$ cat src/shared/txcfg_defines.svh
// Register offsets, field positions and reset values of the config bank
`ifndef TXCFG_DEFINES_SVH
`define TXCFG_DEFINES_SVH
`define TXCFG_ADDR_SYNC_HI    6'h04
`define TXCFG_ADDR_SYNC_LO    6'h05
`define TXCFG_ADDR_PKT_LEN    6'h06
`define TXCFG_ADDR_PKT_CTRL   6'h08
`define TXCFG_ADDR_CHANNEL_INDEX       6'h0A
`define TXCFG_ADDR_BASE_FREQUENCY_WORD_HI    6'h0D
`define TXCFG_ADDR_BASE_FREQUENCY_WORD_MID   6'h0E
`define TXCFG_ADDR_BASE_FREQUENCY_WORD_LO    6'h0F
`define TXCFG_ADDR_RATE_EXP   6'h10
`define TXCFG_ADDR_RATE_MANT  6'h11
`define TXCFG_RST_SYNC_HI     8'hD3
`define TXCFG_RST_SYNC_LO     8'h91
`define TXCFG_RST_PKT_LEN     8'hFF
`define TXCFG_RST_PKT_CTRL    7'h45
`define TXCFG_RST_CHANNEL_INDEX        8'h00
`define TXCFG_RST_BASE_FREQUENCY_WORD_HI     6'h1E
`define TXCFG_RST_BASE_FREQUENCY_WORD_MID    8'hC4
`define TXCFG_RST_BASE_FREQUENCY_WORD_LO     8'hEC
`define TXCFG_RST_RATE_EXP    4'hC
`define TXCFG_RST_RATE_MANT   8'h22
`define TXCFG_BASE_FREQUENCY_WORD_TOP        2'h1
`define TXCFG_BIT_WHITE       6
`define TXCFG_BIT_FMT_HI      5
`define TXCFG_BIT_FMT_LO      4
`define TXCFG_BIT_LEGACY      3
`define TXCFG_BIT_CRC         2
`define TXCFG_BIT_LEN_HI      1
`define TXCFG_BIT_LEN_LO      0
`endif

$ cat src/shared/txcfg_pkg.sv
// Types for the transmit configuration bank
package txcfg_pkg;
  typedef enum logic [1:0] {
    TXCFG_SRC_BUFFER, TXCFG_SRC_SYNC_SERIAL,
    TXCFG_SRC_RANDOM, TXCFG_SRC_ASYNC_PIN
  } txcfg_src_t;
  typedef enum logic [1:0] {
    TXCFG_LEN_FIXED, TXCFG_LEN_VARIABLE,
    TXCFG_LEN_INFINITE, TXCFG_LEN_RESERVED
  } txcfg_len_t;
endpackage

$ cat src/rtl/txcfg_mode_decode.sv
// Decodes packet control fields into one-hot mode strobes
`timescale 1ns/10ps
`include "txcfg_defines.svh"
module txcfg_mode_decode
  import txcfg_pkg::*;
(
  // Packet control byte
  input  wire logic [6:0] pktCtrl,
  // Data source selects
  output logic            srcBuffer,
  output logic            srcSyncSerial,
  output logic            srcRandom,
  output logic            srcAsyncPin,
  // Length mode selects
  output logic            lenFixed,
  output logic            lenVariable,
  output logic            lenInfinite,
  output logic            lenReserved
);
  txcfg_src_t src;
  txcfg_len_t len;

  // Field extraction
  always_comb begin
    src = txcfg_src_t'(pktCtrl[`TXCFG_BIT_FMT_HI:`TXCFG_BIT_FMT_LO]);
    len = txcfg_len_t'(pktCtrl[`TXCFG_BIT_LEN_HI:`TXCFG_BIT_LEN_LO]);
  end

  // Source decode
  assign srcBuffer     = (src == TXCFG_SRC_BUFFER);      // [RULE6]
  assign srcSyncSerial = (src == TXCFG_SRC_SYNC_SERIAL); // [RULE7]
  assign srcRandom     = (src == TXCFG_SRC_RANDOM);      // [RULE8]
  assign srcAsyncPin   = (src == TXCFG_SRC_ASYNC_PIN);   // [RULE9]
  // Length decode; reserved code is flagged, not acted on
  assign lenFixed      = (len == TXCFG_LEN_FIXED);       // [RULE12]
  assign lenVariable   = (len == TXCFG_LEN_VARIABLE);    // [RULE13]
  assign lenInfinite   = (len == TXCFG_LEN_INFINITE);    // [RULE14]
  assign lenReserved   = (len == TXCFG_LEN_RESERVED);    // [RULE14]
endmodule

$ cat src/rtl/txcfg_bank.sv
// Transmit packet and modem configuration register bank
//
// Contract
// RULE1: Sync high byte read/write, resets to D3
// RULE2: Sync low byte read/write, resets to 91
// RULE3: Length byte FF, used in fixed mode
// RULE4: Control bit 6 enables whitening, reset one
// RULE5: Host keeps whitening off with legacy CRC
// RULE6: Format 00 sends from transmit buffer
// RULE7: Format 01 selects synchronous serial mode
// RULE8: Format 10 sends nine-bit pseudo-random data
// RULE9: Format 11 takes data from pin 0
// RULE10: Control bit 3 selects legacy CRC
// RULE11: Control bit 2 enables CRC, reset one
// RULE12: Length 00 means fixed length packets
// RULE13: Length 01, reset, means variable length
// RULE14: Length 10 infinite, 11 reserved
// RULE15: Channel byte, reset zero, scales spacing
// RULE16: Frequency top bits read 01 always
// RULE17: Frequency word resets 1E C4 EC
// RULE18: Rate exponent low nibble, reset 12
// RULE19: Rate mantissa 22 with hidden one
// RULE20: Exponent byte upper nibble reads zero
`timescale 1ns/10ps
`include "txcfg_defines.svh"
module txcfg_bank
  import txcfg_pkg::*;
#(
  parameter int ADDR_W = 6
) (
  // Clock and reset
  input  wire logic              clk_sys,
  input  wire logic              sys_rst,
  // Register port from the serial interface
  input  wire logic [ADDR_W-1:0] regAddr,
  input  wire logic              regWrite,
  input  wire logic              regRead,
  input  wire logic [7:0]        regWdata,
  output logic      [7:0]        regRdata,
  output logic                   regRvalid,
  output logic                   regHit,
  // Packet handler settings
  output logic      [15:0]       syncWord,
  output logic      [7:0]        fixedPacketLength,
  output logic                   whiteningEnable,
  output logic                   legacyCrcCompat,
  output logic                   crcEnable,
  output logic                   srcBuffer,
  output logic                   srcSyncSerial,
  output logic                   srcRandom,
  output logic                   srcAsyncPin,
  output logic                   lenFixed,
  output logic                   lenVariable,
  output logic                   lenInfinite,
  output logic                   lenReserved,
  output logic                   whiteningConflict,
  // Synthesizer and modulator settings
  output logic      [7:0]        channelIndex,
  output logic      [23:0]       baseFrequencyWord,
  output logic      [3:0]        symbolRateExponentField,
  output logic      [8:0]        symbolRateMantissaFull
);
  // Stored register state
  logic [7:0] syncHi_q, syncHi_d;
  logic [7:0] syncLo_q, syncLo_d;
  logic [7:0] fixed_packet_length_q, fixed_packet_length_d;
  logic [6:0] pktCtrl_q, pktCtrl_d;
  logic [7:0] channel_index_q, channel_index_d;
  logic [5:0] freqHi_q, freqHi_d;
  logic [7:0] freqMid_q, freqMid_d;
  logic [7:0] freqLo_q, freqLo_d;
  logic [3:0] rateExp_q, rateExp_d;
  logic [7:0] rateMant_q, rateMant_d;
  // Read port state
  logic [7:0] rdata_q, rdata_d;
  logic       rvalid_q, rvalid_d;
  logic       hit_q, hit_d;
  // Registered mode outputs
  logic [7:0] modes_q, modes_d;
  logic       conflict_q, conflict_d;
  // Decoder outputs
  logic dSrcBuf, dSrcSync, dSrcRnd, dSrcPin;
  logic dLenFix, dLenVar, dLenInf, dLenRes;

  // Address decode used only for the read hit flag; the write path has its own case
  function automatic logic isMapped(input logic [ADDR_W-1:0] a);
    case (a)
      `TXCFG_ADDR_SYNC_HI, `TXCFG_ADDR_SYNC_LO, `TXCFG_ADDR_PKT_LEN,
      `TXCFG_ADDR_PKT_CTRL, `TXCFG_ADDR_CHANNEL_INDEX, `TXCFG_ADDR_BASE_FREQUENCY_WORD_HI,
      `TXCFG_ADDR_BASE_FREQUENCY_WORD_MID, `TXCFG_ADDR_BASE_FREQUENCY_WORD_LO, `TXCFG_ADDR_RATE_EXP,
      `TXCFG_ADDR_RATE_MANT: isMapped = 1'b1;
      default: isMapped = 1'b0;
    endcase
  endfunction

  // Register write path; writes to read-only bits are dropped
  always_comb begin
    syncHi_d   = syncHi_q;
    syncLo_d   = syncLo_q;
    fixed_packet_length_d   = fixed_packet_length_q;
    pktCtrl_d  = pktCtrl_q;
    channel_index_d     = channel_index_q;
    freqHi_d   = freqHi_q;
    freqMid_d  = freqMid_q;
    freqLo_d   = freqLo_q;
    rateExp_d  = rateExp_q;
    rateMant_d = rateMant_q;
    if (regWrite) begin
      case (regAddr)
        `TXCFG_ADDR_SYNC_HI:   syncHi_d   = regWdata;      // [RULE1]
        `TXCFG_ADDR_SYNC_LO:   syncLo_d   = regWdata;      // [RULE2]
        `TXCFG_ADDR_PKT_LEN:   fixed_packet_length_d   = regWdata;      // [RULE3]
        // Bit 7 of control is read-only zero
        `TXCFG_ADDR_PKT_CTRL:  pktCtrl_d  = regWdata[6:0]; // [RULE4]
        `TXCFG_ADDR_CHANNEL_INDEX:      channel_index_d     = regWdata;      // [RULE15]
        `TXCFG_ADDR_BASE_FREQUENCY_WORD_HI:   freqHi_d   = regWdata[5:0]; // [RULE16]
        `TXCFG_ADDR_BASE_FREQUENCY_WORD_MID:  freqMid_d  = regWdata;      // [RULE17]
        `TXCFG_ADDR_BASE_FREQUENCY_WORD_LO:   freqLo_d   = regWdata;      // [RULE17]
        `TXCFG_ADDR_RATE_EXP:  rateExp_d  = regWdata[3:0]; // [RULE18]
        `TXCFG_ADDR_RATE_MANT: rateMant_d = regWdata;      // [RULE19]
        default: ;
      endcase
    end
  end

  // Configuration registers with their power-up values
  always_ff @(posedge clk_sys) begin
    if (sys_rst) begin
      syncHi_q   <= `TXCFG_RST_SYNC_HI;   // [RULE1]
      syncLo_q   <= `TXCFG_RST_SYNC_LO;   // [RULE2]
      fixed_packet_length_q   <= `TXCFG_RST_PKT_LEN;   // [RULE3]
      pktCtrl_q  <= `TXCFG_RST_PKT_CTRL;  // [RULE4] [RULE11] [RULE13]
      channel_index_q     <= `TXCFG_RST_CHANNEL_INDEX;      // [RULE15]
      freqHi_q   <= `TXCFG_RST_BASE_FREQUENCY_WORD_HI;   // [RULE17]
      freqMid_q  <= `TXCFG_RST_BASE_FREQUENCY_WORD_MID;  // [RULE17]
      freqLo_q   <= `TXCFG_RST_BASE_FREQUENCY_WORD_LO;   // [RULE17]
      rateExp_q  <= `TXCFG_RST_RATE_EXP;  // [RULE18]
      rateMant_q <= `TXCFG_RST_RATE_MANT; // [RULE19]
    end else begin
      syncHi_q   <= syncHi_d;
      syncLo_q   <= syncLo_d;
      fixed_packet_length_q   <= fixed_packet_length_d;
      pktCtrl_q  <= pktCtrl_d;
      channel_index_q     <= channel_index_d;
      freqHi_q   <= freqHi_d;
      freqMid_q  <= freqMid_d;
      freqLo_q   <= freqLo_d;
      rateExp_q  <= rateExp_d;
      rateMant_q <= rateMant_d;
    end
  end

  // Read path; reserved bits and unmapped addresses read zero
  always_comb begin
    rdata_d  = rdata_q;
    rvalid_d = regRead;
    hit_d    = hit_q;
    if (regRead) begin
      hit_d = isMapped(regAddr);
      case (regAddr)
        `TXCFG_ADDR_SYNC_HI:   rdata_d = syncHi_q;
        `TXCFG_ADDR_SYNC_LO:   rdata_d = syncLo_q;
        `TXCFG_ADDR_PKT_LEN:   rdata_d = fixed_packet_length_q;
        `TXCFG_ADDR_PKT_CTRL:  rdata_d = {1'b0, pktCtrl_q};
        `TXCFG_ADDR_CHANNEL_INDEX:      rdata_d = channel_index_q;
        `TXCFG_ADDR_BASE_FREQUENCY_WORD_HI:   rdata_d = {`TXCFG_BASE_FREQUENCY_WORD_TOP, freqHi_q}; // [RULE16]
        `TXCFG_ADDR_BASE_FREQUENCY_WORD_MID:  rdata_d = freqMid_q;
        `TXCFG_ADDR_BASE_FREQUENCY_WORD_LO:   rdata_d = freqLo_q;
        `TXCFG_ADDR_RATE_EXP:  rdata_d = {4'h0, rateExp_q}; // [RULE20]
        `TXCFG_ADDR_RATE_MANT: rdata_d = rateMant_q;
        default:               rdata_d = 8'h00;
      endcase
    end
  end

  // Mode strobes registered so every output comes from a flop
  always_comb begin
    modes_d = {dSrcBuf, dSrcSync, dSrcRnd, dSrcPin,
               dLenFix, dLenVar, dLenInf, dLenRes};
    // Host misuse is only reported; the bank never overrides software
    conflict_d = pktCtrl_q[`TXCFG_BIT_WHITE]
               & pktCtrl_q[`TXCFG_BIT_LEGACY]; // [RULE5]
  end

  always_ff @(posedge clk_sys) begin
    if (sys_rst) begin
      rdata_q    <= 8'h00;
      rvalid_q   <= 1'b0;
      hit_q      <= 1'b0;
      modes_q    <= 8'h00;
      conflict_q <= 1'b0;
    end else begin
      rdata_q    <= rdata_d;
      rvalid_q   <= rvalid_d;
      hit_q      <= hit_d;
      modes_q    <= modes_d;
      conflict_q <= conflict_d;
    end
  end

  // Field decoder for source and length modes
  txcfg_mode_decode uDecode (
    .pktCtrl       (pktCtrl_q),
    .srcBuffer     (dSrcBuf),
    .srcSyncSerial (dSrcSync),
    .srcRandom     (dSrcRnd),
    .srcAsyncPin   (dSrcPin),
    .lenFixed      (dLenFix),
    .lenVariable   (dLenVar),
    .lenInfinite   (dLenInf),
    .lenReserved   (dLenRes)
  );

  // Outputs straight from flops
  assign regRdata          = rdata_q;
  assign regRvalid         = rvalid_q;
  assign regHit            = hit_q;
  assign syncWord          = {syncHi_q, syncLo_q};          // [RULE1] [RULE2]
  assign fixedPacketLength = fixed_packet_length_q;                      // [RULE3]
  assign whiteningEnable   = pktCtrl_q[`TXCFG_BIT_WHITE];   // [RULE4]
  assign legacyCrcCompat   = pktCtrl_q[`TXCFG_BIT_LEGACY];  // [RULE10]
  assign crcEnable         = pktCtrl_q[`TXCFG_BIT_CRC];     // [RULE11]
  assign {srcBuffer, srcSyncSerial, srcRandom, srcAsyncPin,
          lenFixed, lenVariable, lenInfinite, lenReserved} = modes_q;
  assign whiteningConflict = conflict_q;
  assign channelIndex      = channel_index_q;                        // [RULE15]
  assign baseFrequencyWord = {`TXCFG_BASE_FREQUENCY_WORD_TOP, freqHi_q,
                              freqMid_q, freqLo_q};         // [RULE16] [RULE17]
  assign symbolRateExponentField = rateExp_q;               // [RULE18]
  // Hidden leading one prepended to the stored mantissa
  assign symbolRateMantissaFull  = {1'b1, rateMant_q};      // [RULE19]

  // Power-up values at the first edge after reset release, mode strobes one edge later
  sync_reset_a: assert property (@(posedge clk_sys) // [RULE1] [RULE2]
    $fell(sys_rst) |-> syncWord == {`TXCFG_RST_SYNC_HI, `TXCFG_RST_SYNC_LO})
    else $error("sync word reset value wrong");
  len_reset_a: assert property (@(posedge clk_sys) // [RULE3] [RULE11]
    $fell(sys_rst) |-> fixedPacketLength == `TXCFG_RST_PKT_LEN &&
    crcEnable && whiteningEnable && !legacyCrcCompat)
    else $error("control reset wrong");
  mode_reset_a: assert property (@(posedge clk_sys) // [RULE6] [RULE13]
    $fell(sys_rst) |=> srcBuffer && lenVariable)
    else $error("mode strobes after reset wrong");
  base_frequency_word_reset_a: assert property (@(posedge clk_sys) // [RULE17] [RULE18]
    $fell(sys_rst) |-> baseFrequencyWord == {`TXCFG_BASE_FREQUENCY_WORD_TOP,
    `TXCFG_RST_BASE_FREQUENCY_WORD_HI, `TXCFG_RST_BASE_FREQUENCY_WORD_MID, `TXCFG_RST_BASE_FREQUENCY_WORD_LO} &&
    symbolRateExponentField == `TXCFG_RST_RATE_EXP)
    else $error("frequency or exponent reset wrong");
  // Writes land on the outputs one edge after the strobe
  sync_high_wr_a: assert property (@(posedge clk_sys) // [RULE1]
    disable iff (sys_rst) regWrite && regAddr == `TXCFG_ADDR_SYNC_HI |=>
    syncWord[15:8] == $past(regWdata))
    else $error("sync high write lost");
  sync_low_wr_a: assert property (@(posedge clk_sys) // [RULE2]
    disable iff (sys_rst) regWrite && regAddr == `TXCFG_ADDR_SYNC_LO |=>
    syncWord[7:0] == $past(regWdata))
    else $error("sync low write lost");
  len_wr_a: assert property (@(posedge clk_sys) // [RULE3]
    disable iff (sys_rst) regWrite && regAddr == `TXCFG_ADDR_PKT_LEN |=>
    fixedPacketLength == $past(regWdata))
    else $error("packet length write lost");
  white_wr_a: assert property (@(posedge clk_sys) // [RULE4]
    disable iff (sys_rst) regWrite && regAddr == `TXCFG_ADDR_PKT_CTRL |=>
    whiteningEnable == $past(regWdata[`TXCFG_BIT_WHITE]))
    else $error("whitening bit write lost");
  legacy_wr_a: assert property (@(posedge clk_sys) // [RULE10]
    disable iff (sys_rst) regWrite && regAddr == `TXCFG_ADDR_PKT_CTRL |=>
    legacyCrcCompat == $past(regWdata[`TXCFG_BIT_LEGACY]))
    else $error("legacy crc bit write lost");
  crc_wr_a: assert property (@(posedge clk_sys) // [RULE11]
    disable iff (sys_rst) regWrite && regAddr == `TXCFG_ADDR_PKT_CTRL |=>
    crcEnable == $past(regWdata[`TXCFG_BIT_CRC]))
    else $error("crc enable write lost");
  channel_index_wr_a: assert property (@(posedge clk_sys) // [RULE15]
    disable iff (sys_rst) regWrite && regAddr == `TXCFG_ADDR_CHANNEL_INDEX |=>
    channelIndex == $past(regWdata))
    else $error("channel write lost");
  base_frequency_word_wr_a: assert property (@(posedge clk_sys) // [RULE17]
    disable iff (sys_rst) regWrite && regAddr == `TXCFG_ADDR_BASE_FREQUENCY_WORD_MID |=>
    baseFrequencyWord[15:8] == $past(regWdata))
    else $error("frequency middle write lost");
  exp_wr_a: assert property (@(posedge clk_sys) // [RULE18]
    disable iff (sys_rst) regWrite && regAddr == `TXCFG_ADDR_RATE_EXP |=>
    symbolRateExponentField == $past(regWdata[3:0]))
    else $error("exponent write lost");
  // Mode strobes lag the control byte by one more edge
  fixed_mode_a: assert property (@(posedge clk_sys) // [RULE12]
    disable iff (sys_rst) regWrite && regAddr == `TXCFG_ADDR_PKT_CTRL &&
    regWdata[1:0] == 2'h0 ##1 !(regWrite && regAddr == `TXCFG_ADDR_PKT_CTRL)
    |=> lenFixed) else $error("fixed length mode not seen");
  var_mode_a: assert property (@(posedge clk_sys) // [RULE13]
    disable iff (sys_rst) regWrite && regAddr == `TXCFG_ADDR_PKT_CTRL &&
    regWdata[1:0] == 2'h1 ##1 !(regWrite && regAddr == `TXCFG_ADDR_PKT_CTRL)
    |=> lenVariable) else $error("variable length mode not seen");
  random_src_a: assert property (@(posedge clk_sys) // [RULE8]
    disable iff (sys_rst) regWrite && regAddr == `TXCFG_ADDR_PKT_CTRL &&
    regWdata[5:4] == 2'h2 ##1 !(regWrite && regAddr == `TXCFG_ADDR_PKT_CTRL)
    |=> srcRandom && !srcBuffer) else $error("random source not seen");
  conflict_flag_a: assert property (@(posedge clk_sys) // [RULE5]
    disable iff (sys_rst) whiteningEnable && legacyCrcCompat |=>
    whiteningConflict) else $error("whitening conflict not flagged");
  // Read answers come one edge after the strobe
  base_frequency_word_top_a: assert property (@(posedge clk_sys) // [RULE16]
    disable iff (sys_rst) regRead && regAddr == `TXCFG_ADDR_BASE_FREQUENCY_WORD_HI |=>
    regRdata[7:6] == 2'h1 && baseFrequencyWord[23:22] == 2'h1)
    else $error("base_frequency_word top bits");
  exp_upper_a: assert property (@(posedge clk_sys) // [RULE20]
    disable iff (sys_rst) regRead && regAddr == `TXCFG_ADDR_RATE_EXP |=>
    regRdata[7:4] == 4'h0 && regRdata[3:0] == $past(symbolRateExponentField))
    else $error("exponent byte read wrong");
  mant_hidden_a: assert property (@(posedge clk_sys) // [RULE19]
    disable iff (sys_rst) symbolRateMantissaFull[8] && ($stable(rateMant_q)
    || $past(regWrite && regAddr == `TXCFG_ADDR_RATE_MANT)))
    else $error("mantissa changed without write");
  // Scenarios
  cov_write_read_c: cover property (@(posedge clk_sys) disable iff (sys_rst)
    regWrite && regAddr == `TXCFG_ADDR_SYNC_HI ##2 regRead ##1 regRvalid);
  cov_conflict_c: cover property (@(posedge clk_sys) disable iff (sys_rst)
    whiteningConflict);
  cov_pin_src_c: cover property (@(posedge clk_sys) disable iff (sys_rst)
    srcAsyncPin && lenInfinite);
  cov_reserved_c: cover property (@(posedge clk_sys) disable iff (sys_rst)
    lenReserved && srcRandom);
  cov_unmapped_c: cover property (@(posedge clk_sys) disable iff (sys_rst)
    regRvalid && !regHit);
endmodule

$ cat config.mk
export PLATFORM = sky130hd
export DESIGN_NAME = txcfg_bank
export DESIGN_NICKNAME = d
export VERILOG_FILES = /design/src/shared/txcfg_pkg.sv /design/src/rtl/txcfg_mode_decode.sv /design/src/rtl/txcfg_bank.sv
export VERILOG_INCLUDE_DIRS = /design/src /design/src/shared
export SDC_FILE = /design/constraint.sdc
export NUM_CORES = 1
export LEC_CHECK = 0
export BUFFER_PORTS_ARGS = -buffer_cell sky130_fd_sc_hd__buf_2
export CAP_MARGIN = 30
export CORE_MARGIN = 1
export CORE_UTILIZATION = 50
export CTS_CLUSTER_SIZE = 30
export DETAILED_ROUTE_END_ITERATION = 8
export GPL_TIMING_DRIVEN = 0
export PLACE_DENSITY = 0.76
export SYNTH_ARGS = -nofsm -noshare
export SYNTH_HDL_FRONTEND = slang
export SYNTH_HIERARCHICAL = 1
export SYNTH_SLANG_ARGS = --single-unit
$ cat constraint.sdc
create_clock -name clk_sys -period 1.75 [get_ports clk_sys]
set_clock_uncertainty 0.15 [all_clocks]
set_input_delay 0.0875 -clock clk_sys [delete_from_list [all_inputs] [get_ports clk_sys]]
set_output_delay 0.0875 -clock clk_sys [all_outputs]
set_load 0.005 [all_outputs]
==> impl_metrics.ini <==
[run_status]
status = finished, final reports clean

[hold_path]
hold_depth = 2
hp-class = input pin to flop

[floorplanning]
die_width_um = 92.9
core_mm2 = 0.00785
initial_core_util = 0.527
fp-row-count = 32
io_pins = 109
die_y_um = 92.9
design.die.area_mm2 = 0.00864

[yosys]
yosysTopAreaCell = dfxtp_1
yosysUniqueCellTypes = 49
avgSynthCellArea_um2 = 8.93
synth_area_mm2 = 0.00414
synth_flop_cell = dfxtp_1
ys_seq_area_frac = 0.445
synth_commonest_cells = dfxtp_1 (92), nor2_1 (61), nand2_1 (52), mux2i_1 (39), nor2b_1 (22)
synth_area_leaders = dfxtp_1 (45%), mux2i_1 (9.4%), nor2_1 (5.5%)
synth.most_common_cell = dfxtp_1
synth_cells = 463
yosys_warnings = 6
synth_top_area_frac = 0.445
synth_edf_count = 0
ys_seq_elements = 92
synthArstFlopShare = 0

[setup_path]
cp_max_fo = 10
path_class = input pin to flop
worstPathRequired_ns = 1.83
worstPathArrival_ns = 1.79
reg2reg_depth = 5
cp-start-kind = input pin
end_kind = flop

[timing]
maxSlewHeadroom = 0.541
max_freq_ghz = 0.585
finalCritPeriodShare = 0.977
maxSlewViolCount = 0
rsz0062_at_grt = no
period_minus_slack_ns = 1.71
finalHoldViolCount = 0
setup_violations = 0
tightest_slew_ns = 0.689

[grt]
met3_usage = 0.0583
grt_max_degree = 15
globalRouteMet2Util = 0.493
grt_busiest_layer = met2
overflow = 0
grt_pass1_vias = 3684
antenna_found_initial = 0
grtUsageTotal = 0.313
met1_usage = 0.422
grt_pass1_wl_um = 20100

[job]
drv_cap = 0

[drt]
drc = 0
vias_per_cell = 5.83
wl_per_cell_um = 19.2
num_vias = 4004
first_iter_violations = 273
ant_nets = 0
first_pass_iters = 5
drt_wl_total_um = 13200

[power_and_ir_drop]
power-per-cell-area_mw_per_mm2 = 781
leakagePower_nw = 2.17
vdd_drop_max_v = 0.000340
p_total_w = 0.00393
power_frac_clock = 0.380
power_frac_comb = 0.080
p_sw_w = 0.000973
seq_power_share = 0.540
switching_share = 0.248
intPower_w = 0.00295

[layout]
final_area_mm2 = 0.00503
seq_area_mm2 = 0.00184
finalNetCount = 598
fillers = 714
area_growth_pct = 21.5
antenna_cells = 0
multiInputGateArea_mm2 = 0.00206
drive_gt1_frac = 0.265

[clock_network]
cts_buffers = 9
post_cts_resized = 0
cts_sinks = 92
cts.htree.levels = 3
cts_tree = yes
postCtsSetupBuffers = 0
clk_pin_slew_ns = 0.09
clockBufferDepth = 2
clk_latency_ns = 0.37
cts_root_buf = clkbuf_8
postCtsHoldBufs = 6

[placed_design]
gp_congestion = 0.934
port-buffer-count = 99
post-dp-hpwl_um = 9340
placedInstanceArea_mm2 = 0.00476
==> power by group through the flow <==
stage | sequential [W] | clock, W | combinational (W)
floorplan | 0.00217 | 0 | 0.000170
global placement | 0.00217 | 0 | 0.000292
detailed placement | 0.00217 | 0 | 0.000295
CTS | 0.00212 | 0.00148 | 0.000306
global route | 0.00212 | 0.00158 | 0.000334
finish | 0.00212 | 0.00149 | 0.000314
==> through the flow <==
| stage | hold slack, ns | std cells | utilization | setup WS [ns] | TNS (ns) |
|---|---|---|---|---|---|
| CTS | 0.00507 | 687 | 0.640 | 0.119 | 0 |
| detailed placement | 0.259 | 665 | 0.607 | -0.259 | -4.74 |
| finish | 0.000661 | 687 | 0.640 | 0.0401 | 0 |
| global route | 0.0157 | 687 | 0.640 | 0.00568 | 0 |
| global placement | 0.254 | 665 | 0.607 | -0.259 | -4.49 |
| floorplan | 0.0554 | 464 | - | 0.244 | 0 |
==> cell type report <==
class                           count  area share
Clock buffer                       13      0.0316
Inverter                            8     0.00597
Buffer                             38      0.0408
Sequential cell                    92       0.366
Tap cell                          102      0.0254
Clock inverter                      3     0.00896
Multi-Input combinational cell    326       0.410
Timing Repair Buffer              105       0.111
==> metal layers <==
metal / routed length [um] / up-vias / part of all wire
met5: 0 / - / 0
met1: 5590 / 1906 / 0.42
met2: 6020 / 229 / 0.46
met3: 1250 / 29 / 0.095
met4: 359 / 0 / 0.027
li1: - / 1840 / -
==> cell families (layout without fill, tap and decap cells) <==
group,Yosys count,after routing,share of synthesized area
multiplexers,42,42,0.103
AO/OA/AOI/OAI,79,79,0.142
other,2,3,0.00182
flip-flops,92,92,0.445
AND/OR/NAND/NOR,202,202,0.252
buffers and inverters,46,167,0.0569
==> critical path, stage by stage <==
cell and delay (ns):
buf_2 0.17, buf_2 0.31, buf_2 0.37, mux2i_1 0.35, nor2_1 0.11, o31ai_1 0.29
a21oi_1 0.10
==> path summary, 6_finish.rpt <==
kind / start / to / slack (ns)
setup reg to reg: fixedPacketLength[1] / regRdata[1] / 0.13
hold reg to reg: regRdata[3] / regRdata[3] / 0.31
setup / recovery: regAddr[1] / regRdata[3] / 0.04
hold / removal: sys_rst / modes_q[7] / 0.0007
==> layout by cell type, fill, tap and decap left out, types with 11 or more instances in the layout <==
cell type / synthesis / final
buf_2: 14 / 113
a21oi_1: 21 / 21
nor2b_1: 22 / 22
clkbuf_1: 16 / 18
a211o_1: 21 / 21
nand2_1: 52 / 52
dfxtp_1: 92 / 92
nand3b_1: 15 / 15
nand3_1: 21 / 21
clkbuf_8: 0 / 11
nor2_1: 61 / 61
mux2i_1: 39 / 39
(Power assumes the default switching activity.)
